<file path="src/core/asr_defs.vh">
// Constants of the alarm and status reporter.
// Assumes inclusion by its bare name from core/ design files.
`ifndef ASR_DEFS_VH
`define ASR_DEFS_VH

// Fault input bit positions
`define ASR_F_OC_RUN    0
`define ASR_F_OC_REGEN  1
`define ASR_F_OC_CHG    2
`define ASR_F_OC_DIS    3
`define ASR_F_CTL_LOW   4
`define ASR_F_LINK_OV   5
`define ASR_F_CAP_OV    6
`define ASR_F_CAP_UV    7
`define ASR_F_HS_HOT    8
`define ASR_F_RES_HOT   9
`define ASR_F_PSU_ALM   10
`define ASR_F_COMM_ERR  11
`define ASR_F_NO_CHG    12
`define ASR_F_NO_DIS    13
`define ASR_F_BAD_DIS   14
`define ASR_F_CC_FAIL   15
`define ASR_F_FUSE      16
`define ASR_F_FAN_STOP  17
`define ASR_F_CAP_DIFF  18
`define ASR_NFAULT      19
// Faults 0..5 are serious
`define ASR_NSERIOUS    6

// Display character codes
`define ASR_CH_DASH     5'h00
`define ASR_CH_ZERO     5'h01
`define ASR_CH_CW       5'h02
`define ASR_CH_CCW      5'h03
`define ASR_CH_1        5'h04
`define ASR_CH_2        5'h05
`define ASR_CH_3        5'h06
`define ASR_CH_4        5'h07
`define ASR_CH_5        5'h08
`define ASR_CH_6        5'h09
`define ASR_CH_7        5'h0a
`define ASR_CH_8        5'h0b
`define ASR_CH_9        5'h0c
`define ASR_CH_J        5'h0d
`define ASR_CH_C        5'h0e
`define ASR_CH_P        5'h0f
`define ASR_CH_E        5'h10
`define ASR_CH_F        5'h11
`define ASR_CH_H        5'h12
`define ASR_CH_LB       5'h13
`define ASR_CH_LH       5'h14
`define ASR_CH_A        5'h15
`define ASR_CH_U        5'h16

// Rotation animation step, ms, at 40 MHz
`define ASR_ROT_MS      100
`define ASR_CLK_KHZ     40000
`define ASR_ROT_CYC     (`ASR_ROT_MS * `ASR_CLK_KHZ)

`endif

</file>
<file path="src/core/asr_sync.v">
// Per-bit three-flop input synchroniser with agreement filter.
// Assumes asynchronous inputs; output changes when stages 2 and 3 agree.
`timescale 1ns/100ps
`default_nettype none
module asr_sync #(
    parameter W = 1,
    parameter [W-1:0] INIT = {W{1'b0}}
) (
    input wire clock,
    input wire rstn,
    input wire [W-1:0] din,
    output wire [W-1:0] dout
);
    genvar i;
    generate
        for (i = 0; i < W; i = i + 1)
        begin : g_bit
            reg s1_q, s2_q, s3_q, o_q;
            always @(posedge clock)
            begin
                if (!rstn)
                begin
                    s1_q <= INIT[i];
                    s2_q <= INIT[i];
                    s3_q <= INIT[i];
                    o_q <= INIT[i];
                end
                else
                begin
                    s1_q <= din[i];
                    s2_q <= s1_q;
                    s3_q <= s2_q;
                    if (s2_q == s3_q)
                        o_q <= s3_q;
                end
            end
            assign dout[i] = o_q;
        end
    endgenerate
endmodule
`default_nettype wire

</file>
<file path="src/core/asr_reporter.v">
// Alarm and status reporter of the energy charge unit: display code,
// severity pair to the machine logic controller, energy path cut.
// Assumes fault and state inputs are asynchronous pins from the unit.
// Outputs follow a settled fault or clear pin change six clock edges later, a ready, charging or discharging pin change five.
`timescale 1ns/100ps
`default_nettype none
`include "asr_defs.vh"
// Notes on behaviour
// - Any alarm halts supply, cuts amplifier path
// - Display dash, 0, cw or ccw rotation
// - Alarms 1, 2 on link over-current
// - Alarms 3, 4 on bank current excess
// - Alarm 5 low 24V, 6 link over-voltage
// - Alarms 7, 8 bank over/under-voltage
// - Alarm 9 heat-sink, J resistor thermostat
// - Alarm C supply alarm, P comm error
// - Alarms E, F, H on charge/discharge faults
// - Alarm b current control, h fuse
// - Fan stop: warning A, keep running
// - Bank difference over 300V: U, stop supply
// - Alarm drops low severity bit to controller
// - HH normal, HL abnormal, LL serious
// - Alarms 1-6 LL, others and warnings HL
// - Two-bit status pair on discrete outputs
module asr_reporter #(
    parameter ROT_CYC = `ASR_ROT_CYC
) (
    input wire clock,
    input wire rstn,
    input wire [`ASR_NFAULT-1:0] fault_in,
    input wire unit_ready,
    input wire charging,
    input wire discharging,
    input wire fault_clear,
    output reg [4:0] disp_char_q,
    output reg [2:0] rot_phase_q,
    output reg severity_bit_high,
    output reg severity_bit_low,
    output reg supply_enable_q,
    output reg path_connect_q
);
    wire [`ASR_NFAULT-1:0] fault_s;
    wire [3:0] st_s;

    asr_sync #(.W(`ASR_NFAULT)) u_sync_f (
        .clock(clock),
        .rstn(rstn),
        .din(fault_in),
        .dout(fault_s)
    );

    asr_sync #(.W(4)) u_sync_s (
        .clock(clock),
        .rstn(rstn),
        .din({fault_clear, discharging, charging, unit_ready}),
        .dout(st_s)
    );

    // Filtered state pins
    wire st_ready = st_s[0];
    wire st_chg = st_s[1];
    wire st_dis = st_s[2];
    wire st_clear = st_s[3];

    // Latched faults; a fault present while clearing stays latched
    reg [`ASR_NFAULT-1:0] latch_q;
    reg [`ASR_NFAULT-1:0] latch_d;
    always @*
    begin
        latch_d = latch_q | fault_s;
        if (st_clear)
            latch_d = fault_s;
    end

    // Severity classes of the latched faults
    wire alarm_any = |latch_q[`ASR_F_FUSE:0];
    wire serious = |latch_q[`ASR_NSERIOUS-1:0];
    wire warn_any = latch_q[`ASR_F_FAN_STOP] | latch_q[`ASR_F_CAP_DIFF];

    // Lowest index wins when several are latched
    reg [4:0] char_d;
    always @*
    begin
        char_d = `ASR_CH_DASH;
        if (st_ready)
            char_d = `ASR_CH_ZERO;
        if (st_chg)
            char_d = `ASR_CH_CW;
        if (st_dis)
            char_d = `ASR_CH_CCW;
        if (latch_q[`ASR_F_CAP_DIFF])
            char_d = `ASR_CH_U;
        if (latch_q[`ASR_F_FAN_STOP])
            char_d = `ASR_CH_A;
        if (latch_q[`ASR_F_FUSE])
            char_d = `ASR_CH_LH;
        if (latch_q[`ASR_F_CC_FAIL])
            char_d = `ASR_CH_LB;
        if (latch_q[`ASR_F_BAD_DIS])
            char_d = `ASR_CH_H;
        if (latch_q[`ASR_F_NO_DIS])
            char_d = `ASR_CH_F;
        if (latch_q[`ASR_F_NO_CHG])
            char_d = `ASR_CH_E;
        if (latch_q[`ASR_F_COMM_ERR])
            char_d = `ASR_CH_P;
        if (latch_q[`ASR_F_PSU_ALM])
            char_d = `ASR_CH_C;
        if (latch_q[`ASR_F_RES_HOT])
            char_d = `ASR_CH_J;
        if (latch_q[`ASR_F_HS_HOT])
            char_d = `ASR_CH_9;
        if (latch_q[`ASR_F_CAP_UV])
            char_d = `ASR_CH_8;
        if (latch_q[`ASR_F_CAP_OV])
            char_d = `ASR_CH_7;
        if (latch_q[`ASR_F_LINK_OV])
            char_d = `ASR_CH_6;
        if (latch_q[`ASR_F_CTL_LOW])
            char_d = `ASR_CH_5;
        if (latch_q[`ASR_F_OC_DIS])
            char_d = `ASR_CH_4;
        if (latch_q[`ASR_F_OC_CHG])
            char_d = `ASR_CH_3;
        if (latch_q[`ASR_F_OC_REGEN])
            char_d = `ASR_CH_2;
        if (latch_q[`ASR_F_OC_RUN])
            char_d = `ASR_CH_1;
    end

    // Rotation phase steps only while a rotating pattern is shown
    reg [31:0] rot_cnt_q;
    reg [31:0] rot_cnt_d;
    reg [2:0] rot_phase_d;
    wire rotating = (char_d == `ASR_CH_CW) || (char_d == `ASR_CH_CCW);
    wire rot_tick = (rot_cnt_q == ROT_CYC - 1);

    // Counter idles at zero, so a first step lasts a full period
    always @*
    begin
        rot_cnt_d = rot_cnt_q + 32'h1;
        rot_phase_d = rot_phase_q;
        if (!rotating || rot_tick)
            rot_cnt_d = 32'h0;
        if (rotating && rot_tick)
        begin
            if (char_d == `ASR_CH_CW)
                rot_phase_d = rot_phase_q + 3'h1;
            else
                rot_phase_d = rot_phase_q - 3'h1;
        end
    end

    // Pair falls only from latched state so it stays settled
    reg sev_high_d;
    reg sev_low_d;
    reg supply_d;
    reg path_d;
    always @*
    begin
        sev_high_d = ~serious;
        sev_low_d = ~(alarm_any | warn_any);
        // Fan stop alone keeps supply running
        supply_d = st_ready & ~alarm_any;
        if (latch_q[`ASR_F_CAP_DIFF])
            supply_d = 1'b0;
        // Warnings never open the path to the amplifier
        path_d = st_ready & ~alarm_any;
    end

    // Reset shows not ready with a normal pair
    always @(posedge clock)
    begin
        if (!rstn)
        begin
            latch_q <= {`ASR_NFAULT{1'b0}};
            disp_char_q <= `ASR_CH_DASH;
        end
        else
        begin
            latch_q <= latch_d;
            disp_char_q <= char_d;
        end
    end

    // Phase wraps freely; only its direction of travel is shown
    always @(posedge clock)
    begin
        if (!rstn)
        begin
            rot_cnt_q <= 32'h0;
            rot_phase_q <= 3'h0;
        end
        else
        begin
            rot_cnt_q <= rot_cnt_d;
            rot_phase_q <= rot_phase_d;
        end
    end

    // Supply and path start off until the unit reports ready
    always @(posedge clock)
    begin
        if (!rstn)
        begin
            severity_bit_high <= 1'b1;
            severity_bit_low <= 1'b1;
            supply_enable_q <= 1'b0;
            path_connect_q <= 1'b0;
        end
        else
        begin
            severity_bit_high <= sev_high_d;
            severity_bit_low <= sev_low_d;
            supply_enable_q <= supply_d;
            path_connect_q <= path_d;
        end
    end
endmodule
`default_nettype wire

</file>
<file path="config.mk">
export PLATFORM = sky130hd
export DESIGN_NAME = asr_reporter
export DESIGN_NICKNAME = d
export VERILOG_FILES = /design/src/core/asr_sync.v /design/src/core/asr_reporter.v
export VERILOG_INCLUDE_DIRS = /design/src /design/src/core
export SDC_FILE = /design/constraint.sdc
export NUM_CORES = 1
export LEC_CHECK = 0
export BUFFER_PORTS_ARGS = -buffer_cell sky130_fd_sc_hd__buf_2
export CAP_MARGIN = 20
export CORE_MARGIN = 2
export CORE_UTILIZATION = 40
export DETAILED_ROUTE_END_ITERATION = 8
export HOLD_SLACK_MARGIN = 0.05
export PLACE_DENSITY = 0.57
export SLEW_MARGIN = 25
export SYNTH_ARGS = -nofsm -noshare
export SYNTH_HDL_FRONTEND = slang
export SYNTH_HIERARCHICAL = 1
export SYNTH_SLANG_ARGS = --single-unit
</file>
<file path="constraint.sdc">
create_clock -name clock -period 2.8 [get_ports clock]
set_clock_uncertainty 0.2 [all_clocks]
set_input_delay 0.7 -clock clock [delete_from_list [all_inputs] [get_ports clock]]
set_output_delay 0.7 -clock clock [all_outputs]
set_load 0.01 [all_outputs]
</file>
==> results.txt, run 1 <==
----------------------------------------------------
[Power]
  Int Pwr ... 3600 uW
  Clock power frac ... 0.480
  Net load switching power ... 953 uW
  Cell leakage power ... 0.00238 uW
  Sequential fraction of design power ... 0.498
  Pwr dens ... 711 mW/mm^2
  Worst voltage drop across the vdd grid ... roughly 400 uV
  Part of the power in combinational logic ... 0.023
  Sw Share ... 0.209

[Setup path]
  Cell-by-cell listing of the critical path ... or3_1 -> nor3_1 -> a211o_1 -> nand2_1 -> fa_1 -> nor3b_2 -> nand4_1 -> mux2i_1 -> mux2i_1
  CP endpoint ... rot_phase_q[2]$_SDFFE_PN0P_
  CP startpoint kind ... register
  Slowest stage cell, crit path ... or3_1
  Biggest fanout along the worst timing path ... 5
  Worst stage delay on the critical path ... 0.40 ns
  Crit path kind ... register to register
  Path depth of the worst reg2reg path ... 9
  First element of the critical path ... latch_q[3]$_SDFF_PN0_
  Most frequent cell on the critical path ... mux2i_1
  Arrival time at the worst endpoint ... between 2 and 3 ns
  Data required time of the critical path ... 2.94 ns
  Destination of the worst register-to-register timing path ... rot_phase_q[2]$_SDFFE_PN0P_
  Source of the worst register-to-register timing path ... latch_q[3]$_SDFF_PN0_
  Kind of end point of the critical path ... register
  Setup slack on the worst flop-to-flop path ... 0.13 ns

[Placed design]
  # port buffers ... 36
  Worst setup slack before clock tree synthesis ... about 0.18 ns
  HPWL reported at the end of detailed placement ... 6370 um
  Global placer's final weighted congestion ... slightly above 0.8

[Global route]
  Global-route wire length before repair ... 16100 um
  Overflow left after global routing ... 0
  Maximum number of pins on one net before global-route repair ... 59
  Via count of the first global-routing pass ... roughly 3500
  Global-route usage over all layers ... 0.138
  Number of antenna violations at the first check in global routing ... 0

[STA]
  Relative slew slack ... 0.599
  Time the worst path needs with I/O delays and setup ... 2.67 ns
  Slew of the pin with the lowest slew margin ... 0.595 ns
  Fin crit share ... 0.954
  Post-route setup slack ... around 0.13 ns
  Pins over their slew limit ... 0
  RSZ-0062 raised after global routing ... false
  Peak clock frequency supported by timing ... 0.374 GHz
  Number of endpoints with negative hold slack in the final report ... 0
  Count of final setup violators ... 0
  Final setup TNS ... 0 ns

[Synthesis]
  EDFF count, synth ... 0
  Mapped Avg Cell Area ... 9.81 um^2
  Commonest cells post-synth ... 155 x dfxtp_1, 71 x nor2_1, 61 x and2_1, 45 x nand2_1, 26 x buf_4
  Dominant register cell in the synthesized netlist ... dfxtp_1
  Cell with the most instances after synthesis ... dfxtp_1
  Post-Syn Instances ... around 570
  Share of synthesized area occupied by flip-flops and latches ... 0.553
  Number of distinct library cells after synthesis ... 46
  Synthesized cell area ... 0.00561 mm^2
  Yosys top cell by area ... dfxtp_1
  Post-synth top area share ... 0.553
  Ys Warns ... 6
  Synthesized Nets ... 599
  Fraction of synthesis flops using an asynchronous set or reset pin ... 0
  Cell types occupying the most area after synthesis ... dfxtp_1 55%, and2_1 6.8%, nor2_1 4.8%
  Number of register bits inferred by synthesis ... 155

[Job]
  Max Cap Violations ... 0

[Clocking]
  CTS H-tree depth ... 4
  Insertion delay of the later-clocked pin in the worst-skew pair ... 0.42 ns
  TritonCTS clock tree ... yes
  Cell chosen for the clock root ... clkbuf_16
  Number of clock buffers inserted by TritonCTS ... 17
  Maximum count of clock buffers along a single path ... 2
  Num Clock Sinks ... 155
  Clock-pin slew on the worst setup and hold paths ... 0.06 ns
  Post-CTS setup repair buffer count ... 0

[Run status]
  Status ... complete, no violations

[Routing]
  DR vias/cell ... 4.65
  Aggregate routed wire length ... 9300 um
  DR DRC count ... 0
  Via count of the routed design ... 3670
  Routed wire per std cell ... approximately 12 um
  Number of search-and-repair iterations in the first detailed-routing pass ... 4
  DRC marker count from the first detailed-route iteration ... 168
  Antenna Violating Nets Remaining ... 0

[Floorplan]
  Die Footprint ... 0.0150 mm^2
  Die H ... 122 um
  Count of boundary I/O pins ... 37
  # rows ... 43
  Initial Utilization ... 0.407
  DIE WIDTH ... roughly 120 um
  Core box area ... 0.0138 mm^2

[Min path]
  Hold Crit Depth ... 1
  Path class of the lowest-slack min-delay path ... register to register

[Layout]
  Final layout net count ... 624
  Ant. Diodes ... 0
  Layout cell share with drive strength beyond 1 ... 0.179
  Growth of design area from synthesis to finish ... 14.3%

----------------------------------------------------
## per-layer routing
| layer | wire (um) | share of wire | track usage |
|---|---|---|---|
| met2 | 4110 | 0.44 | 0.208 |
| met4 | 144 | 0.015 | 0.0690 |
| met5 | 0 | 0 | 0 |
| met1 | 4660 | 0.50 | 0.177 |
| met3 | 387 | 0.042 | 0.0437 |
## registers in the layout, summed over array words and instances (netlist names), 3 cells and up
signal	flops
latch_q	19
u_sync_s/g_bit.s1_q	4
u_sync_s/g_bit.s2_q	4
rot_phase_q	3
u_sync_f/g_bit.s2_q	19
disp_char_q	5
u_sync_f/g_bit.s1_q	19
u_sync_s/g_bit.o_q	4
u_sync_f/g_bit.o_q	19
u_sync_f/g_bit.s3_q	19
rot_cnt_q	32
u_sync_s/g_bit.s3_q	4
## how the worst min path moves through the flow
stage | slack (ns) | start | endpoint
after floorplan | 0.21 | u_sync_f/g_bit[0].s1_q$_SDFF_PN0_ | u_sync_f/g_bit[0].s2_q$_SDFF_PN0_
after global placement | 0.22 | u_sync_f/g_bit[18].s1_q$_SDFF_PN0_ | u_sync_f/g_bit[18].s2_q$_SDFF_PN0_
after detailed placement | 0.22 | u_sync_f/g_bit[3].s1_q$_SDFF_PN0_ | u_sync_f/g_bit[3].s2_q$_SDFF_PN0_
after CTS | 0.23 | u_sync_f/g_bit[3].s1_q$_SDFF_PN0_ | u_sync_f/g_bit[3].s2_q$_SDFF_PN0_
after global routing | 0.24 | u_sync_s/g_bit[0].s1_q$_SDFF_PN0_ | u_sync_s/g_bit[0].s2_q$_SDFF_PN0_
final | 0.23 | u_sync_f/g_bit[17].s1_q$_SDFF_PN0_ | u_sync_f/g_bit[17].s2_q$_SDFF_PN0_
## what timing repair did
action,4_1_cts,5_1_grt
setup endpoints to repair,0,1
hold buffers,0,0
gates resized for setup,0,7
## layout make-up
| type | count | area (um^2) |
|---|---|---|
| inverter | 10 | 37.5 |
| fill | 1326 | 7360 |
| clock inverter | 12 | 114 |
| tap | 180 | 225 |
| timing repair buffer | 47 | 263 |
| sequential | 155 | 3110 |
| clock buffer | 20 | 467 |
| multi-input combinational | 366 | 2200 |
## worst max-delay path, delay by kind of cell, from the launching register on
kind / cells / cell delay, ns
multiplexers: 2 / 0.43
flip-flops: 1 / 0.37
AND/OR/NAND/NOR: 5 / 0.98
adder cells (fa/ha/maj): 1 / 0.40
AO/OA/AOI/OAI: 1 / 0.22
## power by group through the flow
stage	sequential [uW]	clock, uW	combinational (uW)
after floorplan	2310	0	75.2
after global placement	2310	0	102
after detailed placement	2320	0	105
after CTS	2270	2250	105
after global routing	2270	2340	118
final	2270	2180	103
## per-stage QoR
step	power (uW)	cells	hold WS (ns)	area, um^2	util
after detailed placement	2420	758	0.220	5800	0.421
after CTS	4620	790	0.230	6380	0.463
after global placement	2420	758	0.218	5800	0.421
after global routing	4730	790	0.237	6410	0.465
final	4560	790	0.227	6410	0.465
after floorplan	2390	572	0.212	5610	-
## cells in the final DEF (no fill, tap or decap), types with 2 or more instances in the layout
| cell type | count |
|---|---|
| a21boi_2 | 13 |
| clkbuf_16 | 17 |
| buf_4 | 11 |
| mux2i_1 | 3 |
| clkinv_4 | 3 |
| nor4_1 | 4 |
| o21ai_0 | 24 |
| a21boi_0 | 10 |
| nand2b_1 | 3 |
| and3_1 | 7 |
| inv_1 | 9 |
| nor3_1 | 13 |
| nand4_1 | 14 |
| dfxtp_2 | 2 |
| a21oi_1 | 23 |
| nand2_1 | 45 |
| nor2_1 | 70 |
| and2_1 | 61 |
| clkinvlp_4 | 4 |
| nor4_2 | 2 |
| or3_1 | 2 |
| and4_1 | 2 |
| buf_2 | 36 |
| nand3_1 | 10 |
| clkbuf_8 | 3 |
| xor2_1 | 18 |
| clkinv_2 | 2 |
| xnor2_1 | 13 |
| dfxtp_1 | 153 |
| and2_2 | 8 |
| inv_6 | 2 |
## logic make-up after synthesis
| family | after synthesis | synth area share |
|---|---|---|
| AND/OR/NAND/NOR | 252 | 0.231 |
| flip-flops | 155 | 0.553 |
| AO/OA/AOI/OAI | 78 | 0.0964 |
| buffers and inverters | 51 | 0.0602 |
| XOR/XNOR | 31 | 0.0484 |
| multiplexers | 3 | 0.00535 |
| adder cells (fa/ha/maj) | 2 | 0.00580 |
Note: power is estimated with default switching activity, not from simulation.
==> run 2, diff against run 1 <==
--- a/config.mk
+++ b/config.mk
@@ -10,6 +10,7 @@
 export CAP_MARGIN = 20
 export CORE_MARGIN = 2
 export CORE_UTILIZATION = 40
+export CTS_BUF_LIST = sky130_fd_sc_hd__clkbuf_16
 export DETAILED_ROUTE_END_ITERATION = 8
 export HOLD_SLACK_MARGIN = 0.05
 export PLACE_DENSITY = 0.57
==> results.txt, run 2 (synthesized netlist as in run 1, its figures left out) <==
----------------------------------------------------
[Power]
  Net load switching power ... 952 uW
  Part of the power in combinational logic ... 0.023
  Cell leakage power ... around 0.0024 uW
  Sequential fraction of design power ... 0.507
  Sw Share ... 0.213
  Pwr dens ... 701 mW/mm^2
  Clock power frac ... 0.470
  Int Pwr ... 3520 uW
  Worst voltage drop across the vdd grid ... between 400 and 500 uV

[Clocking]
  Clock-pin slew on the worst setup and hold paths ... about 0.060 ns
  Cell chosen for the clock root ... clkbuf_16
  Num Clock Sinks ... 155
  TritonCTS clock tree ... yes
  CTS H-tree depth ... 4
  Number of clock buffers inserted by TritonCTS ... 17
  Post-CTS setup repair buffer count ... 0
  Insertion delay of the later-clocked pin in the worst-skew pair ... 0.42 ns
  Maximum count of clock buffers along a single path ... 2

[Setup path]
  Destination of the worst register-to-register timing path ... rot_phase_q[2]$_SDFFE_PN0P_
  Crit path kind ... register to register
  Setup slack on the worst flop-to-flop path ... 0.13 ns
  Kind of end point of the critical path ... register
  Source of the worst register-to-register timing path ... latch_q[3]$_SDFF_PN0_
  Biggest fanout along the worst timing path ... 5
  Data required time of the critical path ... 2.94 ns
  CP startpoint kind ... register
  Path depth of the worst reg2reg path ... 9
  Arrival time at the worst endpoint ... 2.82 ns

[Layout]
  Most common cell after layout, fill and taps aside ... dfxtp_1
  Ant. Diodes ... 0
  Area occupied by multi-input gates ... approximately 0.0022 mm^2
  Growth of design area from synthesis to finish ... 13.7%
  Fillers ... 1333
  Final layout net count ... between 600 and 700
  Layout cell share with drive strength beyond 1 ... 0.174
  Sequential cell area in the final layout ... a little over 0.003 mm^2
  Register with the most flip-flops ... rot_cnt_q
  Commonest cells after routing, fill and taps aside ... 153 x dfxtp_1, 70 x nor2_1, 61 x and2_1
  Number of flip-flops under the largest register name ... 32

[Floorplan]
  Count of boundary I/O pins ... 37
  Initial Utilization ... 0.407
  DIE WIDTH ... 122 um
  # rows ... 43
  Die Footprint ... between 0.01 and 0.015 mm^2
  Core box area ... around 0.014 mm^2
  Die H ... between 100 and 150 um

[STA]
  Slew of the pin with the lowest slew margin ... 0.595 ns
  Pins over their slew limit ... 0
  RSZ-0062 raised after global routing ... false
  Number of endpoints with negative hold slack in the final report ... 0
  Fin crit share ... 0.955
  Worst hold slack ... 0.227 ns
  Peak clock frequency supported by timing ... about 0.37 GHz
  Post-route setup slack ... between 0.1 and 0.15 ns
  Relative slew slack ... 0.599
  Final setup TNS ... 0 ns
  Time the worst path needs with I/O delays and setup ... 2.67 ns
  Count of final setup violators ... 0

[Run status]
  Status ... complete, no violations

[Global route]
  Number of antenna violations at the first check in global routing ... 0
  Global-route wire length before repair ... approximately 16000 um
  Overflow left after global routing ... 0
  Global-route usage over all layers ... 0.137
  Via count of the first global-routing pass ... 3478
  Maximum number of pins on one net before global-route repair ... 59

[Routing]
  Via count of the routed design ... 3679
  DR vias/cell ... 4.66
  DR DRC count ... 0
  DRC marker count from the first detailed-route iteration ... 171
  Routed wire per std cell ... ~12 um
  Aggregate routed wire length ... just over 9000 um
  Number of search-and-repair iterations in the first detailed-routing pass ... 4
  Antenna Violating Nets Remaining ... 0

[Min path]
  Hold Crit Start ... u_sync_f/g_bit[17].s1_q$_SDFF_PN0_
  Hold Crit Depth ... 1
  Path class of the lowest-slack min-delay path ... register to register
  Hold endpoint ... u_sync_f/g_bit[17].s2_q$_SDFF_PN0_

[Placed design]
  HPWL reported at the end of detailed placement ... 6370 um
  # port buffers ... 36
  Worst setup slack before clock tree synthesis ... between 0.15 and 0.2 ns
  Global placer's final weighted congestion ... about 0.81

[Job]
  Max Cap Violations ... 0

----------------------------------------------------
-- run 2: area by class of cell --
type / instances / share of cell area
clock buffer: 17 / 0.0667
clock inverter: 15 / 0.0196
inverter: 10 / 0.00588
multi-input combinational: 366 / 0.344
sequential: 155 / 0.487
tap: 180 / 0.0353
timing repair buffer: 47 / 0.0412
-- run 2: layer usage --
metal / GRT usage / routed length (um) / vias to the layer above
li1: - / - / 1928
met1: 0.177 / 4650 / 1670
met2: 0.206 / 4060 / 68
met4: 0.0711 / 174 / 0
met5: 0 / 0 / -
met3: 0.0437 / 408 / 13
-- run 2: worst max-delay path: stages (launching register included) --
cell,delay (ns)
dfxtp_1,0.37
or3_1,0.40
nor3_1,0.20
a211o_1,0.22
nand2_1,0.08
fa_1,0.40
nor3b_2,0.19
nand4_1,0.11
mux2i_1,0.23
mux2i_1,0.20
-- run 2: power by group through the flow --
| stage | Combinational, uW | Sequential (uW) | Clock (uW) |
|---|---|---|---|
| after floorplan | 75.2 | 2310 | 0 |
| after global placement | 102 | 2310 | 0 |
| after detailed placement | 105 | 2320 | 0 |
| after CTS | 105 | 2270 | 2160 |
| after global routing | 118 | 2270 | 2250 |
| final | 103 | 2270 | 2100 |
-- run 2: worst max path at each step --
stage	from	to	depth (start not counted)
after floorplan	u_sync_s/g_bit[2].o_q$_SDFFE_PN0N_	rot_phase_q[2]$_SDFFE_PN0P_	12
after global routing	u_sync_s/g_bit[2].o_q$_SDFFE_PN0N_	rot_phase_q[2]$_SDFFE_PN0P_	11
final	latch_q[3]$_SDFF_PN0_	rot_phase_q[2]$_SDFFE_PN0P_	9
after detailed placement	latch_q[18]$_SDFF_PN0_	rot_phase_q[2]$_SDFFE_PN0P_	11
after CTS	latch_q[18]$_SDFF_PN0_	rot_phase_q[2]$_SDFFE_PN0P_	11
after global placement	latch_q[18]$_SDFF_PN0_	rot_phase_q[2]$_SDFFE_PN0P_	11
-- run 2: what timing repair did --
item | 4_1_cts | 5_1_grt
gates resized for setup | 0 | 7
hold buffers | 0 | 0
endpoints found under the setup margin | 0 | 1
-- run 2: stage by stage --
| step | area [um^2] | utilization | cells | power, uW |
|---|---|---|---|---|
| after floorplan | 5610 | - | 572 | 2390 |
| after global placement | 5800 | 0.421 | 758 | 2420 |
| after detailed placement | 5800 | 0.421 | 758 | 2420 |
| after CTS | 6350 | 0.461 | 790 | 4540 |
| after global routing | 6380 | 0.463 | 790 | 4640 |
| final | 6380 | 0.463 | 790 | 4470 |
==> run 3, diff against run 2 <==
--- a/config.mk
+++ b/config.mk
@@ -14,6 +14,7 @@
 export DETAILED_ROUTE_END_ITERATION = 8
 export HOLD_SLACK_MARGIN = 0.05
 export PLACE_DENSITY = 0.57
+export SETUP_SLACK_MARGIN = 0.4
 export SLEW_MARGIN = 25
 export SYNTH_ARGS = -nofsm -noshare
 export SYNTH_HDL_FRONTEND = slang
==> results.txt, run 3 (synthesized netlist as in run 1, its figures left out) <==
----------------------------------------------------
[Routing]
  DR vias/cell ... between 4 and 5
  Via count of the routed design ... ~3700
  DR DRC count ... 0
  Number of search-and-repair iterations in the first detailed-routing pass ... 4
  DRC marker count from the first detailed-route iteration ... 176
  Antenna Violating Nets Remaining ... 0
  Aggregate routed wire length ... 9400 um
  Routed wire per std cell ... 11.8 um

[Layout]
  Commonest cells after routing, fill and taps aside ... 148 x dfxtp_1, 71 x nor2_1, 61 x and2_1
  Layout cell share with drive strength beyond 1 ... 0.192
  Sequential cell area in the final layout ... 0.00311 mm^2
  Ant. Diodes ... 0
  Growth of design area from synthesis to finish ... 14.9%
  Fillers ... 1323
  Final std cell area, no fill ... 0.00644 mm^2
  Most common cell after layout, fill and taps aside ... dfxtp_1
  Area occupied by multi-input gates ... 0.00222 mm^2
  Final layout net count ... 631
  Register with the most flip-flops ... rot_cnt_q
  Number of flip-flops under the largest register name ... 32

[STA]
  Fin crit share ... 0.869
  Final setup TNS ... 0 ns
  RSZ-0062 raised after global routing ... true
  Time the worst path needs with I/O delays and setup ... 2.43 ns
  Count of final setup violators ... 0
  Slew of the pin with the lowest slew margin ... 0.504 ns
  Number of endpoints with negative hold slack in the final report ... 0
  Relative slew slack ... 0.662
  Pins over their slew limit ... 0
  Peak clock frequency supported by timing ... 0.411 GHz

[Floorplan]
  # rows ... between 40 and 50
  Count of boundary I/O pins ... 37
  Die Footprint ... 0.0150 mm^2
  Core box area ... 0.0138 mm^2
  Initial Utilization ... 0.407
  Die H ... 122 um
  DIE WIDTH ... between 100 and 150 um

[Power]
  Cell leakage power ... around 0.0024 uW
  Pwr dens ... 687 mW/mm^2
  Worst voltage drop across the vdd grid ... 403 uV

[Setup path]
  CP startpoint kind ... register
  Setup slack on the worst flop-to-flop path ... 0.37 ns
  Arrival time at the worst endpoint ... around 2.6 ns
  Data required time of the critical path ... slightly below 3 ns
  Path depth of the worst reg2reg path ... 10
  Kind of end point of the critical path ... register
  Biggest fanout along the worst timing path ... 5
  Destination of the worst register-to-register timing path ... rot_phase_q[2]$_SDFFE_PN0P_
  Crit path kind ... register to register
  Source of the worst register-to-register timing path ... latch_q[16]$_SDFF_PN0_

[Min path]
  Hold Crit Depth ... 1
  Hold Crit Start ... u_sync_f/g_bit[17].s1_q$_SDFF_PN0_
  Hold endpoint ... u_sync_f/g_bit[17].s2_q$_SDFF_PN0_
  Path class of the lowest-slack min-delay path ... register to register

[Placed design]
  # port buffers ... 36
  Cell Area, Placed ... about 0.0058 mm^2
  Global placer's final weighted congestion ... 0.785
  HPWL reported at the end of detailed placement ... around 6400 um

[Global route]
  Overflow left after global routing ... 0
  Global-route wire length before repair ... 16400 um
  Global-route usage over all layers ... 0.139
  Maximum number of pins on one net before global-route repair ... 40
  Via count of the first global-routing pass ... 3617
  Number of antenna violations at the first check in global routing ... 0

[Clocking]
  Maximum count of clock buffers along a single path ... 2
  Clock-pin slew on the worst setup and hold paths ... 0.06 ns
  Number of clock buffers inserted by TritonCTS ... 17
  Num Clock Sinks ... roughly 160
  TritonCTS clock tree ... yes
  CTS H-tree depth ... 4
  Cell chosen for the clock root ... clkbuf_16
  Insertion delay of the later-clocked pin in the worst-skew pair ... 0.41 ns

[Job]
  Max Cap Violations ... 0

[Run status]
  Status ... complete, no violations

----------------------------------------------------
-- run 3: cell types whose count changed in the layout (fill, tap and decap cells not counted), sizes merged --
cell / change
buf: +7
clkinv: -4
inv: +2
clkinvlp: +1
-- run 3: through the flow --
stage          std cells  setup WS [ns]  utilization  hold slack [ns]  power [uW]
2_1_floorplan        572          0.289            -            0.212        2390
5_1_grt              796          0.186        0.468            0.241        4610
3_3_place_gp         761          0.320        0.423            0.218        2420
4_1_cts              795          0.367        0.467            0.229        4490
3_5_place_dp         761          0.277        0.423            0.217        2420
6_report             796          0.367        0.468            0.230        4420
-- run 3: what timing repair did --
| action | CTS | global route |
|---|---|---|
| hold buffers | 0 | 0 |
| buffers inserted | 3 | 1 |
| hold endpoints to repair | 0 | 0 |
| resized for setup | 12 | 2 |
| pin swaps | 7 | 4 |
| setup endpoints to repair | 1 | 2 |
-- run 3: worst max path at each step --
stage	end	slack, ns	start	cells past startpoint
final	rot_phase_q[2]$_SDFFE_PN0P_	0.37	latch_q[16]$_SDFF_PN0_	10
after CTS	rot_phase_q[2]$_SDFFE_PN0P_	0.37	latch_q[16]$_SDFF_PN0_	10
after floorplan	rot_phase_q[2]$_SDFFE_PN0P_	0.29	u_sync_s/g_bit[2].o_q$_SDFFE_PN0N_	12
after detailed placement	rot_phase_q[2]$_SDFFE_PN0P_	0.28	latch_q[18]$_SDFF_PN0_	11
after global routing	rot_phase_q[2]$_SDFFE_PN0P_	0.19	latch_q[2]$_SDFF_PN0_	10
after global placement	rot_phase_q[2]$_SDFFE_PN0P_	0.32	latch_q[18]$_SDFF_PN0_	11
-- run 3: worst max-delay path, cell delays in order (launching register included) --
cell and delay (ns):
dfxtp_2 0.35, o31a_1 0.33, o311ai_4 0.25, nand2_2 0.08, nor2_1 0.10, nand2_1 0.07
fa_2 0.35, nor3b_2 0.15, nand4_1 0.10, mux2i_1 0.18, mux2i_1 0.19
-- run 3: cell type report --
type,count,area share
repair buffers,54,0.0489
inverters,10,0.00582
clock inverters,14,0.0171
flip-flops and latches,155,0.483
well taps,180,0.0349
multi-input cells,366,0.344
clock buffers,17,0.0660
-- run 3: layer usage --
metal	vias up	global-route usage	part of all wire
met2	46	0.213	0.45
met4	0	0.0560	0.013
met1	1694	0.180	0.50
li1	1938	-	-
met5	-	0	0
met3	10	0.0474	0.037
-- run 3: where the power goes --
| part | switching (uW) | total [uW] | internal, uW |
|---|---|---|---|
| Sequential | 17.2 | 2270 | 2250 |
| Combinational | 50.8 | 108 | 56.7 |
| Clock | 848 | 2050 | 1200 |
